--- src/rtl/port_role_cfg.svh ---
// constants for the port role and test mode register bank
//
// Functional notes
// - role field: 0 none, 1 host, 2 device
// - cdp status bit: 0 seen, 1 not
// - writing forced L0 bit forces HS L0
// - clearing bit keeps forced state until reset
// - variant id in low bits, not writable; re-latched from strap after soft reset
// - SoC selects role; device adopts, reports it
// - third pin may serve as interrupt
// - pin select: 0 interrupt, 1 charger detected
// - after reset and ready delay, accept requests
`ifndef PORT_ROLE_CFG_SVH
`define PORT_ROLE_CFG_SVH

// ----------------------------------------
// register offsets
// ----------------------------------------
`define ADDR_PORT_ROLE    8'h60
`define ADDR_TX_SWING     8'h70
`define ADDR_TX_PREEMPH   8'h71
`define ADDR_RX_EQ        8'h72
`define ADDR_DISC_SQ      8'h73
`define ADDR_TEST         8'hF5

// ----------------------------------------
// field codes and reset values
// ----------------------------------------
`define ROLE_NONE         2'h0
`define ROLE_HOST         2'h1
`define ROLE_DEVICE       2'h2
`define ROLE_RSVD         2'h3
`define TEST_RSVD_RESET   4'h3
`define TUNE_RESET        8'h00
`define BYTE_ZERO         8'h00

// ----------------------------------------
// timing
// ----------------------------------------
`define CLK_PERIOD_NS     10
`define READY_TIME_NS     1000
`define READY_CYCLES      ((`READY_TIME_NS + `CLK_PERIOD_NS - 1) / `CLK_PERIOD_NS)
`define READY_CNT_W       8

`endif

--- src/rtl/port_role_pkg.sv ---
// types shared by the port role and test mode register bank
`default_nettype none
package port_role_pkg;
    typedef logic [1:0] port_role_t;

    typedef struct packed {
        logic       rd;
        logic       wr;
        logic [7:0] addr;
        logic [7:0] wdata;
    } reg_req_t;

    typedef struct packed {
        logic [7:0] tx_swing;
        logic [7:0] tx_preemph;
        logic [7:0] rx_eq;
        logic [7:0] disc_sq;
    } tuning_t;

    typedef enum logic {
        ST_WAIT,
        ST_READY
    } ready_state_t;
endpackage : port_role_pkg
`default_nettype wire

--- src/rtl/ready_timer.sv ---
// ready delay timer after hard or soft reset
`default_nettype none
`include "port_role_cfg.svh"
module ready_timer (
    input  wire logic ref_clk,
    input  wire logic rst_n,
    input  wire logic restart,
    output logic      ready
);
    import port_role_pkg::*;

    ready_state_t             state_r;
    ready_state_t             state_nxt;
    logic [`READY_CNT_W-1:0]  cnt_r;
    logic [`READY_CNT_W-1:0]  cnt_nxt;

    // ----------------------------------------
    // next state
    // ----------------------------------------
    always_comb begin
        state_nxt = state_r;
        cnt_nxt   = cnt_r;
        if (restart) begin
            state_nxt = ST_WAIT;
            cnt_nxt   = '0;
        end else begin
            unique case (state_r)
                ST_WAIT: begin
                    if (cnt_r == `READY_CNT_W'(`READY_CYCLES - 1)) begin
                        state_nxt = ST_READY;
                    end else begin
                        cnt_nxt = cnt_r + `READY_CNT_W'(1);
                    end
                end
                ST_READY: begin
                    cnt_nxt = cnt_r;
                end
            endcase
        end
    end

    always_ff @(posedge ref_clk or negedge rst_n) begin
        if (!rst_n) begin
            state_r <= ST_WAIT;
            cnt_r   <= '0;
        end else begin
            state_r <= state_nxt;
            cnt_r   <= cnt_nxt;
        end
    end

    assign ready = (state_r == ST_READY);
endmodule : ready_timer
`default_nettype wire

--- src/rtl/port_role_test_regs.sv ---
// port role status, test override and phy tuning registers
`default_nettype none
`include "port_role_cfg.svh"
module port_role_test_regs (
    input  wire logic                     ref_clk,
    input  wire logic                     rst_n,
    input  wire port_role_pkg::reg_req_t  reg_req,
    output logic [7:0]                    reg_rdata,
    output logic                          reg_rvalid,
    input  wire logic                     role_host_req,
    input  wire logic                     role_device_req,
    input  wire logic                     cdp_secondary_enable,
    input  wire logic                     cdp_primary_seen,
    input  wire logic                     soft_reset,
    input  wire logic [2:0]               variant_strap,
    input  wire logic                     i2c_mode,
    input  wire logic                     pin_function_sel,
    input  wire logic                     int_request,
    input  wire logic                     charger_detect,
    output port_role_pkg::tuning_t        tuning,
    output logic                          forced_l0,
    output logic                          link_ready,
    output logic                          third_general_pin_o,
    output logic                          third_general_pin_oe
);
    import port_role_pkg::*;

    port_role_t  role_r;
    port_role_t  role_nxt;
    logic        cdp_r;
    logic        cdp_nxt;
    tuning_t     tune_r;
    tuning_t     tune_nxt;
    logic [3:0]  test_rsvd_r;
    logic [3:0]  test_rsvd_nxt;
    logic        force_bit_r;
    logic        force_bit_nxt;
    logic        forced_r;
    logic        forced_nxt;
    logic [2:0]  variant_r;
    logic [2:0]  variant_nxt;
    logic        var_cap_r;
    logic        var_cap_nxt;
    logic [7:0]  rdata_r;
    logic [7:0]  rdata_nxt;
    logic        rvalid_r;
    logic        rvalid_nxt;
    logic        pin_o_r;
    logic        pin_o_nxt;
    logic        pin_oe_r;
    logic        pin_oe_nxt;
    logic        ready_w;
    logic        wr_ok;
    logic        rd_ok;

    // ----------------------------------------
    // ready delay
    // ----------------------------------------
    ready_timer u_ready_timer (
        .ref_clk (ref_clk),
        .rst_n   (rst_n),
        .restart (soft_reset),
        .ready   (ready_w)
    );

    assign wr_ok = reg_req.wr & ready_w & ~soft_reset;
    assign rd_ok = reg_req.rd & ready_w & ~soft_reset;

    // ----------------------------------------
    // next values
    // ----------------------------------------
    always_comb begin
        role_nxt      = role_r;
        cdp_nxt       = cdp_r;
        tune_nxt      = tune_r;
        test_rsvd_nxt = test_rsvd_r;
        force_bit_nxt = force_bit_r;
        forced_nxt    = forced_r;
        variant_nxt   = variant_r;
        var_cap_nxt   = var_cap_r;
        rdata_nxt     = rdata_r;
        rvalid_nxt    = rd_ok;
        if (soft_reset) begin
            role_nxt      = `ROLE_NONE;
            cdp_nxt       = 1'b0;
            tune_nxt      = {4{`TUNE_RESET}};
            test_rsvd_nxt = `TEST_RSVD_RESET;
            force_bit_nxt = 1'b0;
            forced_nxt    = 1'b0;
            var_cap_nxt   = 1'b0;
        end else begin
            // role chosen by the SoC, host wins a tie
            if (ready_w && role_host_req) begin
                role_nxt = `ROLE_HOST;
            end else if (ready_w && role_device_req) begin
                role_nxt = `ROLE_DEVICE;
            end
            cdp_nxt = cdp_secondary_enable & ~cdp_primary_seen;
            if (!var_cap_r) begin
                variant_nxt = variant_strap;
                var_cap_nxt = 1'b1;
            end
            if (wr_ok) begin
                unique case (reg_req.addr)
                    `ADDR_TX_SWING:   tune_nxt.tx_swing   = reg_req.wdata;
                    `ADDR_TX_PREEMPH: tune_nxt.tx_preemph = reg_req.wdata;
                    `ADDR_RX_EQ:      tune_nxt.rx_eq      = reg_req.wdata;
                    `ADDR_DISC_SQ:    tune_nxt.disc_sq    = reg_req.wdata;
                    `ADDR_TEST: begin
                        test_rsvd_nxt = reg_req.wdata[7:4];
                        force_bit_nxt = reg_req.wdata[3];
                        if (reg_req.wdata[3]) begin
                            forced_nxt = 1'b1;
                        end
                    end
                    default: begin
                        tune_nxt = tune_r;
                    end
                endcase
            end
            if (rd_ok) begin
                unique case (reg_req.addr)
                    `ADDR_PORT_ROLE:  rdata_nxt = {3'h0, role_r, 2'h0, cdp_r};
                    `ADDR_TX_SWING:   rdata_nxt = tune_r.tx_swing;
                    `ADDR_TX_PREEMPH: rdata_nxt = tune_r.tx_preemph;
                    `ADDR_RX_EQ:      rdata_nxt = tune_r.rx_eq;
                    `ADDR_DISC_SQ:    rdata_nxt = tune_r.disc_sq;
                    `ADDR_TEST:       rdata_nxt = {test_rsvd_r, force_bit_r, variant_r};
                    default:          rdata_nxt = `BYTE_ZERO;
                endcase
            end
        end
    end

    // ----------------------------------------
    // third pin function
    // ----------------------------------------
    always_comb begin
        pin_o_nxt  = 1'b0;
        pin_oe_nxt = 1'b0;
        if (i2c_mode) begin
            if (pin_function_sel) begin
                pin_o_nxt  = charger_detect;
                pin_oe_nxt = 1'b1;
            end else begin
                pin_oe_nxt = int_request;
            end
        end
    end

    always_ff @(posedge ref_clk or negedge rst_n) begin
        if (!rst_n) begin
            role_r      <= `ROLE_NONE;
            cdp_r       <= 1'b0;
            tune_r      <= {4{`TUNE_RESET}};
            test_rsvd_r <= `TEST_RSVD_RESET;
            force_bit_r <= 1'b0;
            forced_r    <= 1'b0;
            variant_r   <= 3'h0;
            var_cap_r   <= 1'b0;
            rdata_r     <= `BYTE_ZERO;
            rvalid_r    <= 1'b0;
            pin_o_r     <= 1'b0;
            pin_oe_r    <= 1'b0;
        end else begin
            role_r      <= role_nxt;
            cdp_r       <= cdp_nxt;
            tune_r      <= tune_nxt;
            test_rsvd_r <= test_rsvd_nxt;
            force_bit_r <= force_bit_nxt;
            forced_r    <= forced_nxt;
            variant_r   <= variant_nxt;
            var_cap_r   <= var_cap_nxt;
            rdata_r     <= rdata_nxt;
            rvalid_r    <= rvalid_nxt;
            pin_o_r     <= pin_o_nxt;
            pin_oe_r    <= pin_oe_nxt;
        end
    end

    assign reg_rdata            = rdata_r;
    assign reg_rvalid           = rvalid_r;
    assign tuning               = tune_r;
    assign forced_l0            = forced_r;
    assign link_ready           = ready_w;
    assign third_general_pin_o  = pin_o_r;
    assign third_general_pin_oe = pin_oe_r;
endmodule : port_role_test_regs
`default_nettype wire

--- config.mk ---
export PLATFORM = sky130hd
export DESIGN_NAME = port_role_test_regs
export DESIGN_NICKNAME = d
export VERILOG_FILES = /design/src/rtl/port_role_pkg.sv /design/src/rtl/ready_timer.sv /design/src/rtl/port_role_test_regs.sv
export VERILOG_INCLUDE_DIRS = /design/src /design/src/rtl
export SDC_FILE = /design/constraint.sdc
export NUM_CORES = 1
export LEC_CHECK = 0
export ABC_AREA = 1
export BUFFER_PORTS_ARGS = -buffer_cell sky130_fd_sc_hd__buf_2
export CELL_PAD_IN_SITES_DETAIL_PLACEMENT = 1
export CELL_PAD_IN_SITES_GLOBAL_PLACEMENT = 1
export CORE_MARGIN = 2
export CORE_UTILIZATION = 43
export DETAILED_ROUTE_END_ITERATION = 8
export PLACE_DENSITY = 0.95
export SLEW_MARGIN = 15
export SYNTH_ARGS = -nofsm -noshare
export SYNTH_HDL_FRONTEND = slang
export SYNTH_HIERARCHICAL = 1
export SYNTH_SLANG_ARGS = --single-unit
--- constraint.sdc ---
create_clock -name ref_clk -period 2.1 [get_ports ref_clk]
set_input_delay 0.42 -clock ref_clk [delete_from_list [all_inputs] [get_ports ref_clk]]
set_output_delay 0.42 -clock ref_clk [all_outputs]
set_load 0.1 [all_outputs]
==> metrics.txt <==
Min Hold Slack=0.06414 ns; Clock Path Buffers=2; vias in the first global route=3,357; PostCTS Resize Cnt=0; synth cell count leaders=106 x nand2_1, 63 x dfrtp_1, 53 x nand3_1; final hold vios=0; synth unique cells=27; PD cells=897.8 nW/um^2; Clock transition at path regs=0.07 ns; total core area=7292 sq um; PortBufs=76; num rows=31; 1st-iter DRT viols=229; relative slew slack=62.93%; ranking of synthesized cells by area=dfrtp_1 48%, nand2_1 12%, nand3_1 8.2%, o21ai_1 4.9%, nor2_1 3.1%; CP Capture Type=primary output; critical path type=flip-flop to primary output; Detail Route Antenna Nets=0; Seq/Total Area, Yosys=50.06%; Area growth syn-to-layout=21.84%; top-area cell type share of the netlist area=48.44%; Hold WC Path Type=input pin to asynchronous set/reset pin; WP data arrival=1.42 ns; FF+latch count, synth=65; number of CTS-inserted buffers=9; largest net degree at the start of global routing=66; Synth Cell Area=3254 sq um; crit-path leading delay family=flip-flops; Final #Nets=488; Clock Latency Late Sink=0.35 ns; die area=8280 sq um; Hold-fix buffers, CTS=0; vias=3,141; Via-to-Cell Ratio=5.629; initial antenna violation count=0; first-pass GRT wire length=17,700 um; critical path cell sequence=buf_2; GRT Util Overall=27.78%; Die Y=91.00 um; buffer count from post-CTS setup fixing=0; # IOs=77; Top FF cell, synth=dfrtp_1; async set-reset flop share out of synthesis=100.0%; run status=finished clean; Max-cap violations=0; peak supply drop=433.5 uV; # setup viols final=0; routed wire length=10,800 um; syn_nets=407; grt ovf=0; delay of the slowest critical-path stage=0.56 ns; Detail Placement HPWL=7319 um; drt wl/cell=19.36 um; setup TNS=0 ns; cell taking the most area after synthesis=dfrtp_1; RSZ-0062 raised after global routing=no; Ys Warns=6; CTS tree=yes; Period minus WS final=1.842 ns; Highest Clock Rate=543.0 MHz; clk root buf=clkbuf_8; CP startpoint kind=flip-flop; Synth Instances=373; most common cell in the netlist=nand2_1; Die X=91.00 um; Max Slew Vio Count=0; critical path required time=1.68 ns; GPL Wtd Cong=0.8499; Slew @ Worst Pin=0.5560 ns; number of flops mapped to enable cells by yosys=0; syn_area_per_cell=8.725 sq um; Pleak=2.079 nW; antenna cell count=0; DRC=0; period utilization=87.69%; CP max stage cell=dfrtp_1; Bufs and invs on worst path=1; H-tree Lvls=3; 1st-pass router iterations=4; Sink Count=65; CP max FO=7; initial core utilization=44.63%; clock skew=0.008686 ns; share of cells above drive strength 1=28.54%
==> metrics by stage <==
step                      util (%)  total power, mW  instance area (sq um)  std cells  setup WS [ns]
after floorplan                  -            1.960                   3254        373         0.1384
after global placement       50.72            2.120                   3699        542         0.3553
after detailed placement     50.72            2.143                   3699        542         0.2680
after CTS                    54.38            3.578                   3965        558         0.2517
after global routing         54.38            3.677                   3965        558         0.2175
final                        54.38            3.560                   3965        558         0.2584
==> flip-flops by register name, indices dropped and copies added, names as in the netlist <==
name	count
tuning	32
test_rsvd_r	4
reg_rvalid	1
reg_rdata	8
forced_l0	1
u_ready_timer/cnt_r	8
u_ready_timer/ready	1
role_r	2
third_general_pin_oe	1
variant_r	3
third_general_pin_o	1
force_bit_r	1
cdp_r	1
var_cap_r	1
==> report_power, final <==
part	total, mW	internal, mW	switching, mW
sequential	1.40	1.33	0.0718
combinational	0.733	0.121	0.612
clock	1.43	0.910	0.517
total	3.56	2.36	1.20
==> per-layer routing <==
metal / vias up / track usage, % / wire, um
met5: - / 0 / 0
met4: 0 / 12.75 / 410
met3: 38 / 5.975 / 621
met2: 136 / 46.98 / 5471
met1: 1577 / 33.95 / 4298
li1: 1390 / - / -
==> cell usage in the layout, fill, tap and decap left out, types with 3 or more instances in the layout <==
master,netlist,final
nand4_1,3,3
buf_4,2,4
nor2_4,6,6
nand2_1,106,106
bufinv_16,0,4
nand3_1,53,53
nor2_8,3,3
nand2_2,4,4
clkbuf_8,0,9
o21ai_2,3,3
inv_1,19,19
a31oi_4,4,4
o21ai_1,32,32
buf_2,1,76
a21oi_1,7,7
inv_2,5,5
nor2_1,27,27
o21ai_0,11,11
dfrtp_1,63,63
==> final cells by class <==
type                    count  area (sq um)
flip-flops and latches     65          1629
clock inverters             7         142.6
clock buffers               9         123.9
multi-input cells         273          1425
repair buffers             81         430.4
inverters                  24         90.09
well taps                  99         123.9
fillers                   913          3327
==> final timing paths <==
path	end	slack (ns)	cells past startpoint	start
worst max-delay path	link_ready	0.26	1	u_ready_timer/ready$_DFF_PN0_
worst min-delay path	u_ready_timer/cnt_r[7]$_DFFE_PN0P_	0.06	2	rst_n
worst max register to register	tuning[21]$_DFFE_PN0P_	0.45	5	u_ready_timer/ready$_DFF_PN0_
worst min register to register	reg_rdata[1]$_DFFE_PN0P_	0.48	2	reg_rdata[1]$_DFFE_PN0P_
max in group asynchronous	test_rsvd_r[1]$_DFFE_PN1P_	1.72	2	rst_n
min in group ref_clk	cdp_r$_DFF_PN0_	0.22	2	cdp_primary_seen
==> cells by family (layout without fill, tap and decap cells) <==
family | after synthesis | in the layout | synth area share, %
fa+ha+maj | 2 | 2 | 0.7688
compound gates | 57 | 57 | 11.11
simple gates | 210 | 210 | 30.68
flops | 65 | 65 | 50.06
buf+inv | 35 | 121 | 6.151
xor+xnor | 2 | 2 | 0.5384
mux | 2 | 2 | 0.6920
(Power assumes the default switching activity.)
